[src/logic/tcr_map.svh]
// Register indices, field positions, reset values and codes of the timer block.
`ifndef TCR_MAP_SVH
`define TCR_MAP_SVH

`define TCR_AW           12
`define TCR_IDX_HI       11
`define TCR_IDX_LO       2
`define TCR_IDX_W        10
`define TCR_BYTE_OFS     2'h0

`define TCR_IDX_CTRL     10'h0C8
`define TCR_IDX_RCAP_LO  10'h0CA
`define TCR_IDX_RCAP_HI  10'h0CB
`define TCR_IDX_CNT_LO   10'h0CC
`define TCR_IDX_CNT_HI   10'h0CD
`define TCR_IDX_IRQ_STAT 10'h0D0
`define TCR_IDX_IRQ_CLR  10'h0D1
`define TCR_IDX_IRQ_EN   10'h0D2

`define TCR_CTRL_RST     8'h00
`define TCR_WORD_RST     16'h0000
`define TCR_CNT_MAX      16'hFFFF
`define TCR_CNT_STEP     16'h0001
`define TCR_RDATA_PAD    24'h000000
`define TCR_IRQ_W        2
`define TCR_IRQ_OVF      0
`define TCR_IRQ_EXT      1
`define TCR_LANE0        0

`define TCR_RESP_OKAY    2'h0
`define TCR_RESP_SLVERR  2'h2

`endif

[src/logic/tcr_pkg.sv]
// Types shared by the timer block and its edge detector.
`include "tcr_map.svh"

package tcr_pkg;

    typedef struct packed {
        logic ovf_flag;
        logic ext_flag;
        logic rx_baud_select;
        logic tx_baud_select;
        logic ext_pin_enable;
        logic run_control;
        logic counter_timer_select;
        logic capture_reload_select;
    } tcr_ctrl_t;

    typedef struct packed {
        logic                 awvalid;
        logic [`TCR_AW-1:0]   awaddr;
        logic                 wvalid;
        logic [31:0]          wdata;
        logic [3:0]           wstrb;
        logic                 bready;
        logic                 arvalid;
        logic [`TCR_AW-1:0]   araddr;
        logic                 rready;
    } tcr_axi_req_t;

    typedef struct packed {
        logic        awready;
        logic        wready;
        logic        bvalid;
        logic [1:0]  bresp;
        logic        arready;
        logic        rvalid;
        logic [31:0] rdata;
        logic [1:0]  rresp;
    } tcr_axi_rsp_t;

    typedef struct packed {
        logic sync1;
        logic sync2;
        logic prev;
        logic fall;
    } tcr_edge_st_t;

    typedef struct packed {
        tcr_ctrl_t            ctrl;
        logic [15:0]          rcap;
        logic [15:0]          cnt;
        logic                 presc;
        logic [`TCR_IRQ_W-1:0] irq_stat;
        logic [`TCR_IRQ_W-1:0] irq_en;
        logic                 irq;
        logic                 rx_baud_tick;
        logic                 tx_baud_tick;
        logic                 aw_have;
        logic                 w_have;
        logic [`TCR_AW-1:0]   awaddr;
        logic [7:0]           wbyte;
        logic                 wlane;
        tcr_axi_rsp_t         rsp;
    } tcr_st_t;

endpackage

[src/logic/tcr_edge.sv]
// Pin synchroniser and falling-edge detector.
`timescale 1ns/1ps

module tcr_edge (
    input  wire logic clock,
    input  wire logic rstn,
    input  wire logic pin,
    output logic      fall
);
    tcr_pkg::tcr_edge_st_t st;
    tcr_pkg::tcr_edge_st_t next_st;

    always_comb begin
        next_st       = st;
        next_st.sync1 = pin;
        next_st.sync2 = st.sync1;
        next_st.prev  = st.sync2;
        next_st.fall  = st.prev & ~st.sync2;
    end

    always_ff @(posedge clock or negedge rstn) begin
        if (!rstn) begin
            st <= '0;
        end else begin
            st <= next_st;
        end
    end

    assign fall = st.fall;
endmodule

[src/logic/tcr_top.sv]
// Sixteen-bit capture/reload timer with baud clock selection and AXI4-Lite registers.
`timescale 1ns/1ps
`include "tcr_map.svh"

module tcr_top (
    input  wire logic                  clock,
    input  wire logic                  rstn,
    input  wire tcr_pkg::tcr_axi_req_t axi_req,
    output tcr_pkg::tcr_axi_rsp_t      axi_rsp,
    input  wire logic                  count_input_pin,
    input  wire logic                  ext_trigger_pin,
    input  wire logic                  timer1_ovf,
    output logic                       rx_baud_tick,
    output logic                       tx_baud_tick,
    output logic                       irq
);
    tcr_pkg::tcr_st_t st;
    tcr_pkg::tcr_st_t next_st;
    logic             cnt_fall;
    logic             trig_fall;
    logic             baud;
    logic             tick;
    logic             wrap;
    logic             ext_act;
    logic             do_wr;
    logic             wr_ok;
    logic             wr_ctrl;

    tcr_edge u_cnt_edge (
        .clock (clock),
        .rstn  (rstn),
        .pin   (count_input_pin),
        .fall  (cnt_fall)
    );

    tcr_edge u_trig_edge (
        .clock (clock),
        .rstn  (rstn),
        .pin   (ext_trigger_pin),
        .fall  (trig_fall)
    );

    // Baud use forces reload and disarms the trigger pin.
    assign baud    = st.ctrl.rx_baud_select | st.ctrl.tx_baud_select;
    assign tick    = st.ctrl.run_control &&
                     (st.ctrl.counter_timer_select ? cnt_fall : st.presc);
    assign wrap    = tick && (st.cnt == `TCR_CNT_MAX);
    assign ext_act = trig_fall && st.ctrl.ext_pin_enable && !baud;
    assign do_wr   = st.aw_have && st.w_have && !st.rsp.bvalid;
    assign wr_ok   = st.awaddr[1:0] == `TCR_BYTE_OFS;
    assign wr_ctrl = do_wr && wr_ok && st.wlane &&
                     st.awaddr[`TCR_IDX_HI:`TCR_IDX_LO] == `TCR_IDX_CTRL;

    always_comb begin
        logic [`TCR_IDX_W-1:0] widx;
        logic [`TCR_IDX_W-1:0] ridx;
        logic                  wmap;
        logic                  rmap;
        logic [7:0]            rbyte;
        widx    = st.awaddr[`TCR_IDX_HI:`TCR_IDX_LO];
        ridx    = axi_req.araddr[`TCR_IDX_HI:`TCR_IDX_LO];
        wmap    = 1'b1;
        rmap    = 1'b1;
        rbyte   = 8'h00;
        next_st = st;

        // Prescaler restarts when the timer stops, so the first tick comes one cycle after run is set.
        next_st.presc = st.ctrl.run_control ? !st.presc : 1'b0;

        // Write channels are taken independently and joined before the register update.
        if (axi_req.awvalid && st.rsp.awready) begin
            next_st.aw_have = 1'b1;
            next_st.awaddr  = axi_req.awaddr;
        end
        if (axi_req.wvalid && st.rsp.wready) begin
            next_st.w_have = 1'b1;
            next_st.wbyte  = axi_req.wdata[7:0];
            next_st.wlane  = axi_req.wstrb[`TCR_LANE0];
        end
        if (st.rsp.bvalid && axi_req.bready) begin
            next_st.rsp.bvalid = 1'b0;
        end
        if (do_wr) begin
            case (widx)
                `TCR_IDX_CTRL, `TCR_IDX_RCAP_LO, `TCR_IDX_RCAP_HI, `TCR_IDX_CNT_LO,
                `TCR_IDX_CNT_HI, `TCR_IDX_IRQ_STAT, `TCR_IDX_IRQ_CLR,
                `TCR_IDX_IRQ_EN: wmap = wr_ok;
                default: wmap = 1'b0;
            endcase
            if (wmap && st.wlane) begin
                case (widx)
                    `TCR_IDX_CTRL: next_st.ctrl = tcr_pkg::tcr_ctrl_t'(st.wbyte);
                    `TCR_IDX_RCAP_LO: next_st.rcap[7:0] = st.wbyte;
                    `TCR_IDX_RCAP_HI: next_st.rcap[15:8] = st.wbyte;
                    `TCR_IDX_CNT_LO: next_st.cnt[7:0] = st.wbyte;
                    `TCR_IDX_CNT_HI: next_st.cnt[15:8] = st.wbyte;
                    `TCR_IDX_IRQ_CLR: next_st.irq_stat = st.irq_stat & ~st.wbyte[`TCR_IRQ_W-1:0];
                    `TCR_IDX_IRQ_EN: next_st.irq_en = st.wbyte[`TCR_IRQ_W-1:0];
                    default: next_st.irq_en = next_st.irq_en;
                endcase
            end
            next_st.aw_have    = 1'b0;
            next_st.w_have     = 1'b0;
            next_st.rsp.bvalid = 1'b1;
            next_st.rsp.bresp  = wmap ? `TCR_RESP_OKAY : `TCR_RESP_SLVERR;
        end

        // Hardware events come after the software write so that a set beats a clear
        // and a capture or reload beats a write landing in the same cycle.
        if (ext_act) begin
            if (st.ctrl.capture_reload_select) begin
                next_st.rcap = st.cnt;
            end else begin
                next_st.cnt = st.rcap;
            end
            next_st.ctrl.ext_flag             = 1'b1;
            next_st.irq_stat[`TCR_IRQ_EXT]    = 1'b1;
        end
        if (tick && !(ext_act && !st.ctrl.capture_reload_select)) begin
            if (wrap) begin
                next_st.cnt = (baud || !st.ctrl.capture_reload_select) ?
                              st.rcap : `TCR_WORD_RST;
            end else begin
                next_st.cnt = 16'(st.cnt + `TCR_CNT_STEP);
            end
        end
        if (wrap && !baud) begin
            next_st.ctrl.ovf_flag          = 1'b1;
            next_st.irq_stat[`TCR_IRQ_OVF] = 1'b1;
        end

        next_st.rx_baud_tick = st.ctrl.rx_baud_select ? wrap : timer1_ovf;
        next_st.tx_baud_tick = st.ctrl.tx_baud_select ? wrap : timer1_ovf;
        next_st.irq          = |(next_st.irq_stat & next_st.irq_en);

        if (st.rsp.rvalid && axi_req.rready) begin
            next_st.rsp.rvalid = 1'b0;
        end
        if (axi_req.arvalid && st.rsp.arready) begin
            case (ridx)
                `TCR_IDX_CTRL: rbyte = st.ctrl;
                `TCR_IDX_RCAP_LO: rbyte = st.rcap[7:0];
                `TCR_IDX_RCAP_HI: rbyte = st.rcap[15:8];
                `TCR_IDX_CNT_LO: rbyte = st.cnt[7:0];
                `TCR_IDX_CNT_HI: rbyte = st.cnt[15:8];
                `TCR_IDX_IRQ_STAT: rbyte = {6'h00, st.irq_stat};
                `TCR_IDX_IRQ_CLR: rbyte = 8'h00;
                `TCR_IDX_IRQ_EN: rbyte = {6'h00, st.irq_en};
                default: rmap = 1'b0;
            endcase
            if (axi_req.araddr[1:0] != `TCR_BYTE_OFS) begin
                rmap  = 1'b0;
                rbyte = 8'h00;
            end
            next_st.rsp.rvalid = 1'b1;
            next_st.rsp.rdata  = {`TCR_RDATA_PAD, rbyte};
            next_st.rsp.rresp  = rmap ? `TCR_RESP_OKAY : `TCR_RESP_SLVERR;
        end

        // One transaction of each kind at a time: ready only while nothing is pending.
        next_st.rsp.awready = !next_st.aw_have && !next_st.rsp.bvalid;
        next_st.rsp.wready  = !next_st.w_have && !next_st.rsp.bvalid;
        next_st.rsp.arready = !next_st.rsp.rvalid;
    end

    always_ff @(posedge clock or negedge rstn) begin
        if (!rstn) begin
            st <= '0;
        end else begin
            st <= next_st;
        end
    end

    assign axi_rsp      = st.rsp;
    assign rx_baud_tick = st.rx_baud_tick;
    assign tx_baud_tick = st.tx_baud_tick;
    assign irq          = st.irq;
endmodule

[config.mk]
export PLATFORM = sky130hd
export DESIGN_NAME = tcr_top
export DESIGN_NICKNAME = d
export VERILOG_FILES = /design/src/logic/tcr_pkg.sv /design/src/logic/tcr_edge.sv /design/src/logic/tcr_top.sv
export VERILOG_INCLUDE_DIRS = /design/src /design/src/logic
export SDC_FILE = /design/constraint.sdc
export NUM_CORES = 1
export LEC_CHECK = 0
export BUFFER_PORTS_ARGS = -buffer_cell sky130_fd_sc_hd__buf_2
export CELL_PAD_IN_SITES_DETAIL_PLACEMENT = 0
export CELL_PAD_IN_SITES_GLOBAL_PLACEMENT = 2
export CORE_UTILIZATION = 30
export CTS_CLUSTER_DIAMETER = 40
export DETAILED_ROUTE_END_ITERATION = 7
export PLACE_DENSITY_LB_ADDON = 0.1
export RECOVER_POWER = 50
export SLEW_MARGIN = 20
export SYNTH_ARGS = -nofsm -noshare
export SYNTH_HDL_FRONTEND = slang
export SYNTH_SLANG_ARGS = --single-unit
[constraint.sdc]
create_clock -name clock -period 1.9 [get_ports clock]
set_input_delay 0.285 -clock clock [delete_from_list [all_inputs] [get_ports clock]]
set_output_delay 0.285 -clock clock [all_outputs]
set_load 0.01 [all_outputs]
# == After elaboration in Yosys (flattened, before gate mapping) ==
# Cells that the tools add are included.
# Widths: inputs -> output; s select.
# totals
word_cells,145
input_bits,70
out_inout_bits,44
regBits,96
# classes
n_addsub,1
n_reduce_logical,41
n_mux,41
n_bitwise,8
n_eq_ne,17
# op_table
op,count
$eq 10x8->1 const B,16
$mux 16,5
$mux 40,2
$pmux 8 s7,1
$mux 8,6
$mux 35,1
$mux 32,1
$logic_and 1x1->1,17
$mux 1,17
$add 16x1->16 const B,1
$eq 16x16->1 const B,1
$reduce_or 8->1,2
$reduce_bool 2->1,7
$mux 2,5
$logic_not 1->1,9
$reduce_and 3->1,3
$mux 4,2
$and 2x2->2,2
$mux 3,1
$and 1x1->1,2
$logic_not 2->1,1
$not 1->1,2
$not 2->2,1
$reduce_or 2->1,1
other kinds (2),2

# == Depth between registers and ports, before layout ==
# depth
word_depth,10
mapped_depth,7

# == Modules after synthesis ==
# Synthesis repeated with hierarchy kept, for this count alone.
# hier_totals
hier_cells,523
hier_area_um2,5355.1
# modules_own_cells
mod,area_each_um2,cells_each,n_inst
tcr_top,5127.4,513,1
tcr_edge,113.9,5,2

# == Worst setup path after synthesis ==
# OpenSTA, ideal clock, no wires.
# synth_path
path_type,reg-to-reg
start,reg st[51] in the netlist's numbering
end,reg st[104] in the netlist's numbering
path_stages_with_launch,6
path_slack_ns,0.030
synth_period_minus_slack_ns,1.870
setup_ns,0.125
required_time_ns,1.775
t_arrival_ns,1.745
cell_sequence,dfrtp_1 > nor4_4 > nand4_1 > or3_1 > buf_2 > mux2_2
# synth_via
elab_chain_cells,5
# synth_lines
element,line,source
"start, declared",tcr_top.sv:17,tcr_pkg::tcr_st_t st;
"start signal, assigned",tcr_top.sv:170,st <= next_st;
$logic_not 2->1 (no source line),--,
$mux 1,tcr_top.sv:84,case (widx)
$mux 1,tcr_top.sv:83,if (do_wr) begin
$logic_and 1x1->1,tcr_top.sv:90,if (wmap && st.wlane) begin
$reduce_and 3->1 (no source line),--,
# Every way passes these cells. The select of a mux whose other input is x is not followed.
# A chain may end at the register's enable or synchronous reset.

# == Final worst setup path ==
# layout_path
start,reg st[51] in the netlist's numbering
end,reg st[108] in the netlist's numbering
# The elaborated chain is that of the path after synthesis.

==> metrics.md <==
| Metric | Value |
|---|---|
| Status | `complete, but fails checks` |
| Failing checks | `setup timing` |
| Largest net degree at the start of global routing | `38` |
| Worst Max-Slew Pin Slew | `0.591 ns` |
| Initial antenna violation count | `0` |
| Distinct cell type count after synthesis | `72` |
| Most common cell in the netlist | `dfrtp_1` |
| Syn Std Cell Area | `5140 µm²` |
| Initial Util | `30.9%` |
| HP Class | `in2reg` |
| RR Endpoint | `st[108]$_DFFE_PN0P_` |
| Num Clock Sinks | `94` |
| Routed wire per std cell | `18.3 µm` |
| Core area | `16600 µm²` |
| Placed insts | `803` |
| Die Y | `133 µm` |
| End of the critical path | `st[108]$_DFFE_PN0P_` |
| Pre-CTS WS | `-0.101 ns` |
| YS warnings | `0` |
| Lkg Pwr | `0.00278 µW` |
| Via count | `4056` |
| GRT Overall Usage | `18.0%` |
| DR vias/cell | `4.95` |
| Pwr Density | `854 nW/µm²` |
| Setup TNS Final | `-0.0151 ns` |
| Total die area | `17600 µm²` |
| Max-slew headroom | `60.6%` |
| Design area | `6380 µm²` |
| Fin cells | `820` |
| Routability Congestion | `0.879` |
| CTS buffer count | `9` |
| Leading area contributor after synthesis | `dfrtp_1` |
| Clock buffer depth | `2` |
| DPL Wire Length | `11700 µm` |
| Max-cap violation count | `0` |
| CP startpoint | `st[51]$_DFFE_PN0P_` |
| Number of synthesized flops with an enable pin | `0` |
| Synth Instances | `493` |
| Fin crit period | `1.91 ns` |
| Worst R2R Setup Slack | `-0.01 ns` |
| Tcrit/Tclk final | `101%` |
| Setup Skew | `0.0107 ns` |
| RSZ-0062 raised after global routing | `yes` |
| # rows | `47` |
| Root Buffer | `clkbuf_16` |
| CP arrival | `2.14 ns` |
| DRC violations left | `0` |
| Post-synth top area share | `45.8%` |
| Commonest cells in the netlist | `dfrtp_1, nand2_1, buf_4` |
| Min setup slack post-route | `-0.00995 ns` |
| Register area share after synthesis | `45.8%` |
| Async set-reset flop share out of synthesis | `100%` |
| Post-DP Area | `6020 µm²` |
| Crit path capture type | `flip-flop` |
| Final WL | `15000 µm` |
| Clock transition at path regs | `0.07 ns` |
| Max VDD drop | `0.492 mV` |
| Fin. Hold Viols | `0` |
| Synth top area cells | `dfrtp_1, mux2_2, mux2i_1` |
| CTS tree | `built` |
| Share of layout cells above drive strength 1 | `35.8%` |
| Syn avg cell area | `10.4 µm²` |
| 1st-iter DRT viols | `243` |
| Req. time, crit path | `2.13 ns` |
| CP max FO | `8` |
| First-pass GRT wire length | `24000 µm` |
| Layout Nets | `667` |
| Die width | `133 µm` |
| Drt pass-1 iters | `4` |
| Final Max Slew Viols | `0` |
| Total grt overflow | `0` |
| Layout area overhead | `24.3%` |
| Synth Flop Type | `dfrtp_1` |
| N_diodes | `0` |
| Final setup vio count | `3` |
| Final hold slack | `0.0439 ns` |
| F_max | `524 MHz` |
| R2R depth | `5` |
| Vias in the first global route | `4140` |
| Crit start category | `flip-flop` |
| CP Class | `reg2reg` |
| Worst-Skew Late Latency | `0.35 ns` |
| H-tree depth | `3` |
| # port buffers | `60` |
| ANT nets after route | `0` |
| # IOs | `114` |
| Yosys reg bits | `94` |
| Critical R2R Launch | `st[51]$_DFFE_PN0P_` |
-- cells by family after synthesis --
logic type,share of synthesized area [%]
and+or+nand+nor,17.1
other,0.0730
AOI/OAI and AO/OA,13.4
DFF,45.8
buffers and inverters,8.99
adders and majority gates,0.244
xor gates and xnor gates,0.512
muxes,13.9
-- per-stage QoR --
| step | utilization [%] | total power (µW) |
|---|---|---|
| 2_1_floorplan | - | 3320 |
| 3_3_place_gp | 36.2 | 3760 |
| 3_5_place_dp | 36.2 | 3790 |
| 4_1_cts | 37.9 | 5530 |
| 5_1_grt | 38.4 | 5770 |
| 6_report | 38.4 | 5450 |
-- cell type report --
| class | count | area [µm²] |
|---|---|---|
| fill | 1718 | 10300 |
| multi-input combinational | 346 | 2530 |
| inverter | 14 | 52.6 |
| sequential | 94 | 2350 |
| tap | 220 | 275 |
| clock inverter | 5 | 36.3 |
| clock buffer | 10 | 239 |
| timing repair buffer | 131 | 898 |
-- sequential cells by signal, indices dropped and copies added (netlist names) --
register,count
u_trig_edge.fall,1
tx_baud_tick,1
axi_rsp,15
u_trig_edge.st,1
st,68
u_trig_edge.next_st,2
rx_baud_tick,1
u_cnt_edge.next_st,2
u_cnt_edge.st,1
u_cnt_edge.fall,1
irq,1
-- routing by layer --
metal,vias up,wire [µm],GRT usage [%]
met1,1978,7100,25.4
met3,18,813,3.33
met4,0,289,6.70
li1,1952,-,-
met2,108,6800,27.4
met5,-,0,0
-- worst min path at each step --
stage	from	end	slack, ns	depth (start not counted)
5_1_grt	ext_trigger_pin	u_trig_edge.next_st[2]$_DFF_PN0_	0.03	1
3_3_place_gp	rstn	st[67]$_DFF_PN0_	0.22	1
3_5_place_dp	rstn	st[69]$_DFF_PN0_	0.22	1
6_report	ext_trigger_pin	u_trig_edge.next_st[2]$_DFF_PN0_	0.04	1
4_1_cts	ext_trigger_pin	u_trig_edge.next_st[2]$_DFF_PN0_	0.03	1
2_1_floorplan	rstn	axi_rsp[1]$_DFFE_PN0P_	-0.01	0
-- worst max-delay path, cell delays in order (launching register included) --
cell and delay [ns]:
dfrtp_1 0.41, nor4_4 0.39, nand4_1 0.20, or3_1 0.36, buf_6 0.16, mux2_2 0.27
-- timing repair --
action	in CTS	in global routing
hold endpoints to repair	22	0
hold buffers	1	0
setup buffers	0	2
pin swaps	5	17
resized for setup	9	40
setup endpoints to repair	15	42
-- power breakdown --
group	internal [µW]	switching (µW)	total, µW	leakage [µW]
Combinational	537	516	1050	0.00143
Sequential	2310	394	2700	0.00122
Clock	915	783	1700	0.000127
-- cells in the final DEF, fill, tap and decap left out, types with 4 or more instances in the layout --
master and count:
o21ai_1 23, a22oi_1 4, clkbuf_16 9, a21oi_1 8, conb_1 26, mux2_2 33
nand2_1 54, inv_1 14, nand3_1 6, a221oi_2 4, buf_12 5, buf_4 61
o21ai_0 15, nor2b_1 5, buf_2 59, nor3_2 4, nor2_1 16, nor2_4 4
a221oi_1 4, nor4_4 4, o211ai_1 6, nand4_1 11, mux2i_1 30, dfrtp_1 94
No activity file was read; power rests on OpenSTA's default activity.
